==> config.mk <==
export PLATFORM = sky130hd
export DESIGN_NAME = pcs_program_counter
export DESIGN_NICKNAME = d
export VERILOG_FILES = /design/src/pcs_pkg.sv /design/src/pcs_stack.sv /design/src/pcs_latch.sv /design/src/pcs_program_counter.sv
export VERILOG_INCLUDE_DIRS = /design/src
export SDC_FILE = /design/constraint.sdc
export NUM_CORES = 1
export LEC_CHECK = 0
export ABC_AREA = 1
export ABC_CLOCK_PERIOD_IN_PS = 4430
export BUFFER_PORTS_ARGS = -buffer_cell sky130_fd_sc_hd__buf_2
export CAP_MARGIN = 20
export CORE_AREA = 4 4 164 166
export DETAILED_ROUTE_END_ITERATION = 7
export DIE_AREA = 0 0 168 170
export HOLD_SLACK_MARGIN = 0.15
export MAX_ROUTING_LAYER = met4
export PLACE_DENSITY = 0.52
export SLEW_MARGIN = 20
export SYNTH_ARGS = -nofsm -noshare
export SYNTH_HDL_FRONTEND = slang
export SYNTH_SLANG_ARGS = --single-unit
==> constraint.sdc <==
create_clock -name ref_clk -period 4.43 [get_ports ref_clk]
set_clock_uncertainty 0.2 [all_clocks]
set_input_delay 0.886 -clock ref_clk [delete_from_list [all_inputs] [get_ports ref_clk]]
set_output_delay 0.886 -clock ref_clk [all_outputs]
set_load 0.01 [all_outputs]
==> src/pcs_params.svh <==
// Purpose: constants for the program counter and return stack block
// Assumes: 13-bit program address, 8-level stack
// Notes:   included by every design file of the block
`ifndef PCS_PARAMS_SVH
`define PCS_PARAMS_SVH
`define PCS_PC_W        13
`define PCS_STACK_DEPTH 8
`define PCS_SP_W        3
`define PCS_TGT_W       11
`define PCS_PAGE_BIT    3
`define PCS_HIGH_W      5
`define PCS_PC_RESET    13'h0000
`define PCS_LATCH_RESET 8'h00
`endif

==> src/pcs_pkg.sv <==
// Purpose: types for the program counter and return stack block
// Assumes: pcs_params.svh constants
// Notes:   flow encodings shared by core model and program counter
`include "pcs_params.svh"
package pcs_pkg;
  typedef logic [`PCS_PC_W-1:0] pcs_addr_t;
  typedef enum logic [2:0]
  {
    PCS_OP_NEXT,
    PCS_OP_HOLD,
    PCS_OP_GOTO,
    PCS_OP_CALL,
    PCS_OP_RET,
    PCS_OP_IRQ
  } pcs_op_t;
endpackage : pcs_pkg

==> src/pcs_stack.sv <==
// Purpose: circular return-address stack
// Assumes: push and pop never asserted together
// Notes:   no overflow or underflow detection, pointer simply wraps
`timescale 1ns/1ps
`default_nettype none
`include "pcs_params.svh"
module pcs_stack
(
  input  wire logic                 ref_clk,
  input  wire logic                 reset,
  input  wire logic                 push,
  input  wire logic                 pop,
  input  wire pcs_pkg::pcs_addr_t   pushAddr,
  output      pcs_pkg::pcs_addr_t   topAddr
);
  import pcs_pkg::*;
  typedef struct packed
  {
    logic [`PCS_SP_W-1:0] sp;
  } pcs_stk_state_t;
  pcs_stk_state_t state_reg;
  pcs_stk_state_t state_next;
  pcs_addr_t      mem [`PCS_STACK_DEPTH];
  logic [`PCS_SP_W-1:0] popIdx;

  assign popIdx  = state_reg.sp - 3'h1;
  assign topAddr = mem[popIdx];

  always_comb
  begin
    state_next = state_reg;
    if (push)
      state_next.sp = state_reg.sp + 3'h1;
    else if (pop)
      state_next.sp = popIdx;
  end

  always_ff @(posedge ref_clk)
  begin
    if (reset)
      state_reg <= '0;
    else
      state_reg <= state_next;
    if (push)
      mem[state_reg.sp] <= pushAddr;
  end

  AST_WRAP: assert property (@(posedge ref_clk) disable iff (reset)
    push && !pop |=> state_reg.sp == $past(state_reg.sp) + 3'h1)
    else $error("stack pointer did not advance on push");

  AST_POP_BACK: assert property (@(posedge ref_clk) disable iff (reset)
    pop && !push |=> state_reg.sp == $past(state_reg.sp) - 3'h1)
    else $error("stack pointer did not step back on pop");

  AST_PUSH_MEM: assert property (@(posedge ref_clk) disable iff (reset)
    push |=> mem[$past(state_reg.sp)] == $past(pushAddr))
    else $error("pushed address not stored at pointer");
endmodule : pcs_stack
`default_nettype wire

==> src/pcs_latch.sv <==
// Purpose: holds the high-byte latch written from the data space
// Assumes: write strobe comes from core logic on ref_clk
// Notes:   stack activity never touches this register
`timescale 1ns/1ps
`default_nettype none
`include "pcs_params.svh"
module pcs_latch
(
  input  wire logic       ref_clk,
  input  wire logic       reset,
  input  wire logic       wrEn,
  input  wire logic [7:0] wrData,
  output      logic [7:0] value
);
  import pcs_pkg::*;
  typedef struct packed
  {
    logic [7:0] v;
  } pcs_lat_state_t;
  pcs_lat_state_t state_reg;
  pcs_lat_state_t state_next;

  always_comb
  begin
    state_next = state_reg;
    if (wrEn)
      state_next.v = wrData;
  end

  always_ff @(posedge ref_clk)
  begin
    if (reset)
      state_reg.v <= `PCS_LATCH_RESET;
    else
      state_reg <= state_next;
  end

  assign value = state_reg.v;

  AST_LATCH_HOLD: assert property (@(posedge ref_clk) disable iff (reset)
    !wrEn |=> value == $past(value))
    else $error("latch changed without a write");
endmodule : pcs_latch
`default_nettype wire

==> src/pcs_program_counter.sv <==
// Purpose: program counter with paging and hardware return stack
// Assumes: core issues one flow op per cycle; low-byte write is exclusive
// Notes:   outputs are registered; stack is invisible to software
// Behaviour
// - keep a 13-bit counter addressing the next instruction fetch.
// - low byte readable and writable by software via data space.
// - upper bits never directly accessed; software loads them only through the latch.
// - eight 13-bit stack entries, pointer hidden from software.
// - push counter on CALL or interrupt branch.
// - pop stack into counter on the single RET op.
// - push and pop leave the high latch untouched.
// - stack wraps circularly; ninth push overwrites the first.
// - CALL and GOTO take an 11-bit target from the instruction.
// - top address bit comes from latch bit 3 on CALL/GOTO.
// - full 13-bit return address saved, no page setup for returns.
`timescale 1ns/1ps
`default_nettype none
`include "pcs_params.svh"
module pcs_program_counter
(
  input  wire logic                    ref_clk,
  input  wire logic                    reset,
  input  wire pcs_pkg::pcs_op_t        flowOp,
  input  wire logic [`PCS_TGT_W-1:0]   target,
  input  wire pcs_pkg::pcs_addr_t      irqVector,
  input  wire logic                    lowWrEn,
  input  wire logic [7:0]              lowWrData,
  input  wire logic                    latchWrEn,
  input  wire logic [7:0]              latchWrData,
  output      pcs_pkg::pcs_addr_t      fetchAddr,
  output      logic [7:0]              lowRdData,
  output      logic [7:0]              latchRdData
);
  import pcs_pkg::*;

  typedef struct packed
  {
    pcs_addr_t  pc;
    logic [7:0] latch;
  } pcs_pc_state_t;

  pcs_pc_state_t state_reg;
  pcs_pc_state_t state_next;
  logic          doPush;
  logic          doPop;
  pcs_addr_t     retAddr;
  pcs_addr_t     pushAddr;
  logic [7:0]    latchVal;
  pcs_addr_t     pageTarget;

  // latch lives apart so stack logic has no path to it
  pcs_latch u_latch
  (
    .ref_clk (ref_clk),
    .reset   (reset),
    .wrEn    (latchWrEn),
    .wrData  (latchWrData),
    .value   (latchVal)
  );

  // a low-byte write wins the cycle, so the stack sits it out as well
  assign doPush   = !lowWrEn &&
                    (flowOp == PCS_OP_CALL || flowOp == PCS_OP_IRQ);
  assign doPop    = !lowWrEn && (flowOp == PCS_OP_RET);
  // return address is the next sequential one, whole 13 bits
  assign pushAddr = state_reg.pc + 13'h0001;

  pcs_stack u_stack
  (
    .ref_clk  (ref_clk),
    .reset    (reset),
    .push     (doPush),
    .pop      (doPop),
    .pushAddr (pushAddr),
    .topAddr  (retAddr)
  );

  // latch bits 2:0 are ignored here: only one page bit on this part
  assign pageTarget = {latchVal[`PCS_PAGE_BIT], 1'b0, target};

  always_comb
  begin
    state_next       = state_reg;
    state_next.latch = latchVal;
    if (lowWrEn)
      state_next.pc = {latchVal[`PCS_HIGH_W-1:0], lowWrData};
    else
      unique case (flowOp)
        PCS_OP_NEXT: state_next.pc = state_reg.pc + 13'h0001;
        PCS_OP_HOLD: state_next.pc = state_reg.pc;
        PCS_OP_GOTO: state_next.pc = pageTarget;
        PCS_OP_CALL: state_next.pc = pageTarget;
        PCS_OP_RET:  state_next.pc = retAddr;
        PCS_OP_IRQ:  state_next.pc = irqVector;
        default:     state_next.pc = state_reg.pc;
      endcase
  end

  always_ff @(posedge ref_clk)
  begin
    if (reset)
    begin
      state_reg.pc    <= `PCS_PC_RESET;
      state_reg.latch <= `PCS_LATCH_RESET;
    end
    else
      state_reg <= state_next;
  end

  assign fetchAddr   = state_reg.pc;
  assign lowRdData   = state_reg.pc[7:0];
  assign latchRdData = state_reg.latch;

  // stack has no software port: only push/pop reach it

  AST_RESET_ZERO: assert property (@(posedge ref_clk)
    reset |=> fetchAddr == 13'h0000)
    else $error("counter not zero after reset");

  AST_INCREMENT: assert property (@(posedge ref_clk) disable iff (reset)
    !lowWrEn && flowOp == PCS_OP_NEXT |=>
      fetchAddr == $past(fetchAddr) + 13'h0001)
    else $error("sequential fetch did not increment");

  AST_LOW_WRITE: assert property (@(posedge ref_clk) disable iff (reset)
    lowWrEn |=> fetchAddr == {$past(latchVal[4:0]), $past(lowWrData)})
    else $error("low-byte write did not load full address");

  AST_PAGE: assert property (@(posedge ref_clk) disable iff (reset)
    !lowWrEn && (flowOp == PCS_OP_GOTO || flowOp == PCS_OP_CALL) |=>
      fetchAddr[12] == $past(latchVal[3]) &&
      fetchAddr[10:0] == $past(target))
    else $error("branch target or page bit wrong");

  AST_CALL_RET: assert property (@(posedge ref_clk) disable iff (reset)
    !lowWrEn && flowOp == PCS_OP_CALL ##1
      !lowWrEn && flowOp == PCS_OP_RET |=>
      fetchAddr == $past(fetchAddr, 2) + 13'h0001)
    else $error("return did not restore call address");

  AST_IRQ: assert property (@(posedge ref_clk) disable iff (reset)
    !lowWrEn && flowOp == PCS_OP_IRQ |=> fetchAddr == $past(irqVector))
    else $error("interrupt branch not taken");

  AST_LATCH_KEEP: assert property (@(posedge ref_clk) disable iff (reset)
    (doPush || doPop) && !latchWrEn |=> latchVal == $past(latchVal))
    else $error("stack activity changed latch");

  AST_LOW_READ: assert property (@(posedge ref_clk) disable iff (reset)
    lowRdData == fetchAddr[7:0])
    else $error("low-byte readback mismatch");

  AST_BIT11: assert property (@(posedge ref_clk) disable iff (reset)
    !lowWrEn && (flowOp == PCS_OP_GOTO || flowOp == PCS_OP_CALL) |=>
      fetchAddr[11] == 1'b0)
    else $error("branch left address bit 11 set");

  AST_HOLD: assert property (@(posedge ref_clk) disable iff (reset)
    !lowWrEn && flowOp == PCS_OP_HOLD |=> $stable(fetchAddr))
    else $error("counter moved while holding");

  // top of stack right after a push must be the full return address
  AST_PUSH_TOP: assert property (@(posedge ref_clk) disable iff (reset)
    !lowWrEn && (flowOp == PCS_OP_CALL || flowOp == PCS_OP_IRQ) |=>
      retAddr == $past(fetchAddr) + 13'h0001)
    else $error("pushed return address wrong");

  AST_POP_LOAD: assert property (@(posedge ref_clk) disable iff (reset)
    !lowWrEn && flowOp == PCS_OP_RET |=> fetchAddr == $past(retAddr))
    else $error("return did not load top of stack");

  COV_CALL_RET: cover property (@(posedge ref_clk) disable iff (reset)
    flowOp == PCS_OP_CALL ##[1:4] flowOp == PCS_OP_RET);
  COV_IRQ: cover property (@(posedge ref_clk) disable iff (reset)
    flowOp == PCS_OP_IRQ);
  COV_LOW_WRITE: cover property (@(posedge ref_clk) disable iff (reset)
    lowWrEn);
  COV_PAGE_ONE: cover property (@(posedge ref_clk) disable iff (reset)
    flowOp == PCS_OP_GOTO && latchVal[`PCS_PAGE_BIT]);
  COV_BACK2BACK: cover property (@(posedge ref_clk) disable iff (reset)
    flowOp == PCS_OP_CALL ##1 flowOp == PCS_OP_RET);
endmodule : pcs_program_counter
`default_nettype wire

==> impl_metrics.tcl, run 1 <==
set metrics [dict create \
    status "finished, final reports clean" \
    irDropWorstVdd_uv 268.9 \
    yosysTopAreaCellShare_pct 49.73 \
    synth_area_per_cell_sq_um 9.632 \
    wl_met2_mm 7.066 \
    hpwl_mm 11.28 \
    worst_pin_slew_ns 0.8150 \
    clk_latency_ns 0.43 \
    fill_cells 2694 \
    async_reset_ff_share_pct 0 \
    first_pass_iters 5 \
    highest_layer "met4" \
    io_buffer_count 75 \
    power_mw 3.213 \
    syn2layout_area_growth_pct 19.19 \
    cts_made_buffers 17 \
    cts_tree "done" \
    crit_path_max_fanout 13 \
    wl_met3_um 814 \
    synth_flop_cell "edfxtp_1" \
    synth_cells 652 \
    yosys_warnings 0 \
    rsz0062_at_grt "false" \
    vias 4582 \
    worstPathArrival_ns 2.57 \
    dieHeight_um 170 \
    grtUsageTotal_pct 11.86 \
    largest_reg_flops 104 \
    gp_congestion 0.8278 \
    worstHoldPathType "reg -> reg" \
    cts-root-buf "clkbuf_16" \
    die_x_um 168 \
    setup-tns-final_ns 0 \
    critPathLaunchType "input port" \
    nets 766 \
    synth-seq-area-share_pct 59.93 \
    slowest_stage "nor2_1" \
    die-area_sq_mm 0.02856 \
    whs_ns 0.2387 \
    gr-total-overflow 0 \
    clk_pin_slew_ns 0.06 \
    antenna_found_initial 0 \
    maxCapViolCount 0 \
    max-slew-margin-rel_pct 45.62 \
    synth-edff-count 104 \
    ctsResizeCount 0 \
    crit_top_cell "nand2_1" \
    yosysMostFrequentCell "nand2_1" \
    drc 0 \
    p_leak_nw 2.927 \
    routed_wl_mm 16.13 \
    ys_ff_latch 136 \
    vias_per_cell 4.306 \
    finalMaxSlewViolations 0 \
    num_antenna_cells 0 \
    cts_hold_buf 0 \
    wl_per_cell_um 15.16 \
    rows 59 \
    cpPeakStageDelay_ns 0.48 \
    grt_pass1_wl_mm 25.56 \
    worstPathRequired_ns 4.36 \
    cts_setup_buffers 0 \
    period_needed_ns 2.640 \
    finish.utilization_pct 29.22 \
    h-tree-depth 4 \
    coreArea_sq_mm 0.02562 \
    initial_core_util_pct 24.52 \
    final.period_utilization_pct 59.59 \
    syn_area_sq_mm 0.006280 \
    finalHoldViolCount 0 \
    ios 76 \
    antenna_left 0 \
    path_class "in -> reg" \
    synthDistinctLibCells 37 \
    routedLengthMet1_mm 8.051 \
    yosysTopAreaCell "edfxtp_1" \
    clock_path_buffers 2 \
    synthTopCellsByArea "edfxtp_1, dfxtp_1, nand2_1" \
    cp_cell_sequence "buf_2 > inv_2 > nand2_2 > inv_4 > nand2_1 > a21oi_2 > nand2_1 > nor2_1 > buf_4" \
    synthTopCellsByCount "nand2_1, nor2_1, edfxtp_1, nand3_1, o21ai_0" \
    grt_pass1_vias 4451 \
    largest_register "u_stack.mem" \
    synth_nets 702 \
    power_density_mw_per_mm2 429.2 \
    clock-sinks 136 \
    setup_viol 0 \
    first_iter_violations 284 \
    fmax_mhz 378.8 \
    grt_max_degree 57 \
    critPathCaptureType "flop" \
    drive_above_1_share_pct 19.20 \
]
[report_power, final]
| group | internal (mW) | switching, mW | leakage (nW) |
|---|---|---|---|
| Sequential | 1.42 | 0.0257 | 1.22 |
| Combinational | 0.116 | 0.258 | 1.43 |
| Clock | 0.876 | 0.522 | 0.282 |
[stage by stage]
stage               worst slack, ns  std cells  instance area (sq um)
finish                        1.790       1064                   7485
global route                  1.564       1064                   7485
CTS                           1.765       1064                   7485
detailed placement            1.342       1032                   6898
global placement              1.424       1032                   6898
floorplan                     1.778        652                   6280
[metal layers]
metal | GRT usage [%] | vias up
met3 | 2.718 | 19
met5 | - | -
met2 | 17.07 | 126
li1 | - | 2323
met1 | 16.63 | 2114
met4 | 3.670 | 0
[final cells by class]
cell class	instances	area, sq um	share of cell area (%)
Tap cell	335	419.2	5.600
Clock buffer	18	429.2	5.734
Timing Repair Buffer	86	457.9	6.118
Inverter	54	205.2	2.742
Clock inverter	14	157.7	2.106
Multi-Input combinational cell	421	2051	27.40
Sequential cell	136	3765	50.30
[critical path: cells and delay by family]
kind                   cells  cell delay (ns)
buffers and inverters      4             0.63
and+or+nand+nor            4             0.81
AOI/OAI and AO/OA          1             0.23
[layout by cell type (no fill, tap or decap), types with 17 or more instances in the layout]
master	n
nor2_1	109
clkbuf_16	17
dfxtp_1	31
edfxtp_1	104
a21oi_1	24
nand3_1	54
o21ai_0	54
inv_1	48
nand2_1	122
buf_2	75
[path summary, 6_finish.rpt]
check | start | to | slack [ns] | depth (start not counted)
hold / removal | u_latch.value[6] | latchRdData[6] | 0.24 | 2
setup reg to reg | u_stack.state_reg[1] | fetchAddr[2] | 1.80 | 11
hold reg to reg | u_latch.value[6] | latchRdData[6] | 0.24 | 2
setup / recovery | flowOp[2] | u_stack.mem[2][5] | 1.79 | 9
[logic make-up after synthesis]
| group | synth area share [%] |
|---|---|
| AOI/OAI and AO/OA | 9.604 |
| xor gates and xnor gates | 1.474 |
| adders and majority gates | 0.5978 |
| buffers and inverters | 7.412 |
| DFF | 59.93 |
| and+or+nand+nor | 20.98 |
Power figures use the tool's default switching activity.
==> run 2, diff against run 1 <==
--- a/config.mk
+++ b/config.mk
@@ -7,7 +7,7 @@
 export NUM_CORES = 1
 export LEC_CHECK = 0
 export ABC_AREA = 1
-export ABC_CLOCK_PERIOD_IN_PS = 4430
+export ABC_CLOCK_PERIOD_IN_PS = 2400
 export BUFFER_PORTS_ARGS = -buffer_cell sky130_fd_sc_hd__buf_2
 export CAP_MARGIN = 20
 export CORE_AREA = 4 4 164 166
@@ -15,7 +15,7 @@
 export DIE_AREA = 0 0 168 170
 export HOLD_SLACK_MARGIN = 0.15
 export MAX_ROUTING_LAYER = met4
-export PLACE_DENSITY = 0.52
+export PLACE_DENSITY = 0.54
 export SLEW_MARGIN = 20
 export SYNTH_ARGS = -nofsm -noshare
 export SYNTH_HDL_FRONTEND = slang
==> constraint.sdc (replaced) <==
create_clock -name ref_clk -period 2.4 [get_ports ref_clk]
set_clock_uncertainty 0.2 [all_clocks]
set_input_delay 0.48 -clock ref_clk [delete_from_list [all_inputs] [get_ports ref_clk]]
set_output_delay 0.48 -clock ref_clk [all_outputs]
set_load 0.01 [all_outputs]
==> run 2 against run 1 <==
  * Via count grew 3.2%
  * Core utilization increased by 1.0 points
  * Die area did not move
  * Critical endpoint is now fetchAddr[3]
  * First-iteration DRC count increased by 15%
  * Worst hold slack lost 0.072 ns
  * Global-route usage grew 0.47 points
  * Register-to-register slack got worse by 1.5 ns
  * Wire length rose by 3.1%
  * Highest routed layer unchanged
  * Cell count increased by 2.3%
  * Clock-buffer cell count did not move
  * Power up 93%
==> impl_metrics.tcl, run 2 (synthesis results as in run 1) <==
set metrics [dict create \
    layout_commonest_cell "nand2_1" \
    cts_made_buffers 17 \
    gr-total-overflow 0 \
    first_pass_iters 6 \
    first_iter_violations 328 \
    clk_latency_ns 0.42 \
    cts_setup_buffers 0 \
    preCtsSetupSlack_ns 0.1372 \
    power_density_mw_per_mm2 801.3 \
    irDropWorstVdd_uv 524.2 \
    dieHeight_um 170 \
    cts-root-buf "clkbuf_16" \
    coreArea_sq_mm 0.02562 \
    p_leak_nw 3.074 \
    routed_wl_mm 16.62 \
    rr_worst_depth 6 \
    worstHoldPathType "in -> reg" \
    clock-sinks 136 \
    antenna_left 0 \
    vias 4728 \
    rsz0062_at_grt "false" \
    nets 792 \
    r2r-end "fetchAddr[3]" \
    rows 59 \
    fill_cells 2661 \
    critPathCaptureType "flop" \
    largest_register "u_stack.mem" \
    maxCapViolCount 0 \
    clock_path_buffers 2 \
    io_buffer_count 75 \
    final.period_utilization_pct 89.46 \
    layout_common_cells "nand2_1, nor2_1, edfxtp_1, buf_2" \
    path_class "reg -> reg" \
    die-area_sq_mm 0.02856 \
    cts_tree "done" \
    period_needed_ns 2.147 \
    gp_congestion 0.7928 \
    clk_pin_slew_ns 0.06 \
    drc 0 \
    setup_viol 0 \
    num_antenna_cells 0 \
    ios 76 \
    h-tree-depth 4 \
    finalMaxSlewViolations 0 \
    drive_above_1_share_pct 21.22 \
    crit_path_max_fanout 9 \
    hp-start "latchWrData[5]" \
    whs_ns 0.1670 \
    initial_core_util_pct 24.52 \
    syn2layout_area_growth_pct 23.27 \
    worstPathRequired_ns 2.55 \
    grt_max_degree 57 \
    finalHoldViolCount 0 \
    grt_pass1_vias 4778 \
    setup_ws_ns 0.2530 \
    vias_per_cell 4.342 \
    grt_pass1_wl_mm 26.70 \
    worst_pin_slew_ns 0.8662 \
    fmax_mhz 465.8 \
    setup-tns-final_ns 0 \
    max-slew-margin-rel_pct 42.06 \
    largest_reg_flops 104 \
    hpwl_mm 11.82 \
    r2r-start "fetchAddr[2]" \
    holdPathStages 3 \
    grtUsageTotal_pct 12.32 \
    rrSetupSlack_ns 0.25 \
    antenna_found_initial 0 \
    worstPathArrival_ns 2.30 \
    ctsResizeCount 0 \
    wl_per_cell_um 15.27 \
    critPathLaunchType "flop" \
    min_to "u_latch.value[5]" \
    die_x_um 168 \
    status "finished, final reports clean" \
]
## run 2: cell types whose count changed in the layout (fill, tap and decap cells not counted), sizes merged
cell and delta:
dlygate4sd3 +6, clkinv -3, buf +20, bufinv +2
## run 2: worst max path at each step
stage / from / to / slack (ns) / depth (start not counted)
6_report: fetchAddr[2] / fetchAddr[3] / 0.25 / 6
3_3_place_gp: flowOp[2] / u_stack.mem[3][10] / 0.16 / 9
2_1_floorplan: flowOp[2] / u_stack.mem[0][0] / 0.15 / 7
4_1_cts: fetchAddr[2] / fetchAddr[4] / 0.28 / 6
3_5_place_dp: flowOp[2] / u_stack.mem[5][1] / 0.14 / 9
5_1_grt: fetchAddr[2] / fetchAddr[3] / 0.10 / 6
## run 2: final cells by class
type / instances / area [sq um] / share of cell area [%]
flip-flops and latches: 136 / 3765 / 48.63
multi-input cells: 421 / 2051 / 26.49
repair buffers: 112 / 668.1 / 8.631
clock buffers: 18 / 429.2 / 5.544
well taps: 335 / 419.2 / 5.415
inverters: 54 / 205.2 / 2.651
clock inverters: 13 / 203.9 / 2.635
## run 2: critical path, stage by stage, from the launching register on
cell     delay (ns)
dfxtp_1        0.50
nand3_2        0.18
xor2_1         0.72
a21oi_1        0.16
nand2_1        0.13
nand2_1        0.06
a21oi_1        0.13
## run 2: power by group
part	total, mW	switching [mW]	internal [mW]	leakage [nW]
Clock	2.81	0.977	1.83	0.301
Sequential	2.65	0.0398	2.61	1.22
Combinational	0.744	0.489	0.255	1.56
Total	6.20	1.51	4.70	3.07
## run 2: layer usage
metal | wire (um) | track usage (%) | vias to the layer above
met5 | 0 | - | -
met4 | 171 | 3.458 | 0
met3 | 867 | 2.602 | 13
met2 | 7598 | 18.73 | 126
met1 | 7986 | 16.74 | 2222
li1 | - | - | 2367
## run 2: what timing repair did
| item | in CTS | in global routing |
|---|---|---|
| endpoints found under the hold margin | 6 | 0 |
| setup endpoints to repair | 0 | 0 |
| hold buffers | 6 | 0 |
## run 2: through the flow
stage                     area (sq um)  utilization [%]  power (mW)  std cells
final                             7741            30.22       6.203       1089
after global placement            7048            27.51       3.445       1052
after CTS                         7741            30.22       6.241       1089
after floorplan                   6280                -       3.175        652
after detailed placement          7048            27.51       3.444       1052
after global routing              7741            30.22       6.453       1089
==> run 3, diff against run 2 <==
--- a/config.mk
+++ b/config.mk
@@ -10,9 +10,9 @@
 export ABC_CLOCK_PERIOD_IN_PS = 2400
 export BUFFER_PORTS_ARGS = -buffer_cell sky130_fd_sc_hd__buf_2
 export CAP_MARGIN = 20
-export CORE_AREA = 4 4 164 166
+export CORE_AREA = 5 5 165 167
 export DETAILED_ROUTE_END_ITERATION = 7
-export DIE_AREA = 0 0 168 170
+export DIE_AREA = 0 0 170 172
 export HOLD_SLACK_MARGIN = 0.15
 export MAX_ROUTING_LAYER = met4
 export PLACE_DENSITY = 0.54
==> run 3 against run 2 <==
  * Combinational power increased by 0.5%
  * Clock power decreased by 14%
  * First-iteration DRC count increased by 4.9%
  * Sequential cell count unchanged
  * Power decreased by 6.2%
  * Register-to-register slack improved by 0.07 ns
  * Global-route usage decreased by 0.32 points
  * Core utilization decreased by 0.33 points
  * Largest power group is now sequential cells
==> impl_metrics.tcl, run 3 (synthesis results as in run 1) <==
set metrics [dict create \
    preCtsSetupSlack_ns 0.1329 \
    drc 0 \
    switching_share_pct 25.04 \
    coreArea_sq_mm 0.02562 \
    h-tree-depth 4 \
    irDropWorstVdd_uv 512.4 \
    antenna_found_initial 0 \
    wl_per_cell_um 15.16 \
    die_x_um 170 \
    syn2layout_area_growth_pct 21.92 \
    fmax_mhz 480.4 \
    gp_congestion 0.8030 \
    layout_commonest_cell "nand2_1" \
    p_leak_nw 3.041 \
    routed_wl_mm 16.51 \
    grt_pass1_vias 4615 \
    power_switching_mw 1.456 \
    final.period_utilization_pct 86.74 \
    hpwl_mm 12.04 \
    cts_tree "done" \
    cpPeakStageDelay_ns 0.64 \
    clk_pin_slew_ns 0.05 \
    p_int_mw 4.361 \
    clock_path_buffers 2 \
    clock-sinks 136 \
    vias_per_cell 4.309 \
    rows 59 \
    die-area_sq_mm 0.02924 \
    io_buffer_count 75 \
    grt_max_degree 57 \
    period_needed_ns 2.082 \
    worstHoldPathType "in -> reg" \
    initial_core_util_pct 24.52 \
    hp-start "latchWrData[6]" \
    setup_viol 0 \
    worstPathArrival_ns 2.24 \
    whs_ns 0.1786 \
    ios 76 \
    grtUsageTotal_pct 12.01 \
    setup-tns-final_ns 0 \
    max-slew-margin-rel_pct 44.39 \
    cp_cell_sequence "ha_1 > nand3_1 > xor2_1 > a21oi_1 > nand2_1 > nand2_1 > a21oi_2" \
    nets 793 \
    cts_made_buffers 17 \
    vias 4693 \
    num_antenna_cells 0 \
    critPathLaunchType "flop" \
    antenna_left 0 \
    gr-total-overflow 0 \
    final_cells 1089 \
    dp_cells 1053 \
    finalMaxSlewViolations 0 \
    ctsResizeCount 0 \
    clk_latency_ns 0.42 \
    grt_pass1_wl_mm 26.05 \
    worst_pin_slew_ns 0.8313 \
    first_iter_violations 344 \
    min_to "u_latch.value[6]" \
    crit_top_cell "nand2_1" \
    critPathCaptureType "flop" \
    dieHeight_um 172 \
    cts-root-buf "clkbuf_16" \
    finalHoldViolCount 0 \
    p_clk_share_pct 41.5 \
    r2r-end "fetchAddr[4]" \
    power_density_mw_per_mm2 759.8 \
    power_frac_seq_pct 45.6 \
    slowest_stage "xor2_1" \
    drive_above_1_share_pct 21.09 \
    rr_worst_depth 7 \
    worstPathRequired_ns 2.56 \
    first_pass_iters 5 \
    power_frac_comb_pct 12.9 \
    holdPathStages 3 \
    path_class "reg -> reg" \
    layout_common_cells "nand2_1, nor2_1, edfxtp_1, buf_2" \
    rsz0062_at_grt "false" \
    setup_ws_ns 0.3183 \
    r2r-start "fetchAddr[0]" \
    rrSetupSlack_ns 0.32 \
    crit_path_max_fanout 9 \
    status "finished, final reports clean" \
    maxCapViolCount 0 \
    largest_register "u_stack.mem" \
    largest_reg_flops 104 \
]
run 3: how the worst max path moves through the flow:
stage                     cells after the start  slack, ns                 end         start
after floorplan                               7       0.15   u_stack.mem[0][0]     flowOp[2]
after global placement                        9       0.19  u_stack.mem[5][12]     flowOp[2]
after detailed placement                      9       0.13   u_stack.mem[5][9]     flowOp[2]
after CTS                                     7       0.28        fetchAddr[4]  fetchAddr[0]
after global routing                          7       0.05        fetchAddr[4]  fetchAddr[0]
final                                         7       0.32        fetchAddr[4]  fetchAddr[0]
run 3: timing repair:
item	in CTS	in global routing
hold endpoints to repair	6	0
buffers inserted	0	0
hold buffers	6	0
run 3: final cells by class:
class                           count  area, sq um
Timing Repair Buffer              113        675.6
Inverter                           54        205.2
Clock buffer                       18        429.2
Sequential cell                   136         3765
Clock inverter                     12        111.4
Multi-Input combinational cell    421         2051
Fill cell                        2619        17960
Tap cell                          335        419.2
run 3: per-layer routing:
metal  GRT usage (%)  vias to the layer above  share of wire (%)
met1           16.08                     2167                 47
met5               -                        -                  0
li1                -                     2367                  -
met2           18.25                      146                 46
met4           3.472                        0                1.0
met3           2.881                       13                5.8
run 3: metrics by stage:
stage	area, sq um	util, %	power (mW)
6_report	7656	29.89	5.817
5_1_grt	7656	29.89	6.065
4_1_cts	7656	29.89	5.872
3_5_place_dp	7056	27.54	3.448
3_3_place_gp	7056	27.54	3.450
2_1_floorplan	6280	-	3.175
run 3: power groups by stage:
stage                     Clock (mW)  Combinational [mW]  Sequential [mW]
after floorplan                    0               0.473             2.70
after detailed placement           0               0.747             2.70
after global routing            2.56               0.845             2.66
final                           2.42               0.748             2.65
after global placement             0               0.750             2.70
after CTS                       2.46               0.757             2.65
run 3: worst max-delay path, delay by kind of cell (launching register included):
family	cells	cell delay (ns)
flops	1	0.33
fa+ha+maj	1	0.22
xor+xnor	1	0.64
compound gates	2	0.25
simple gates	3	0.38
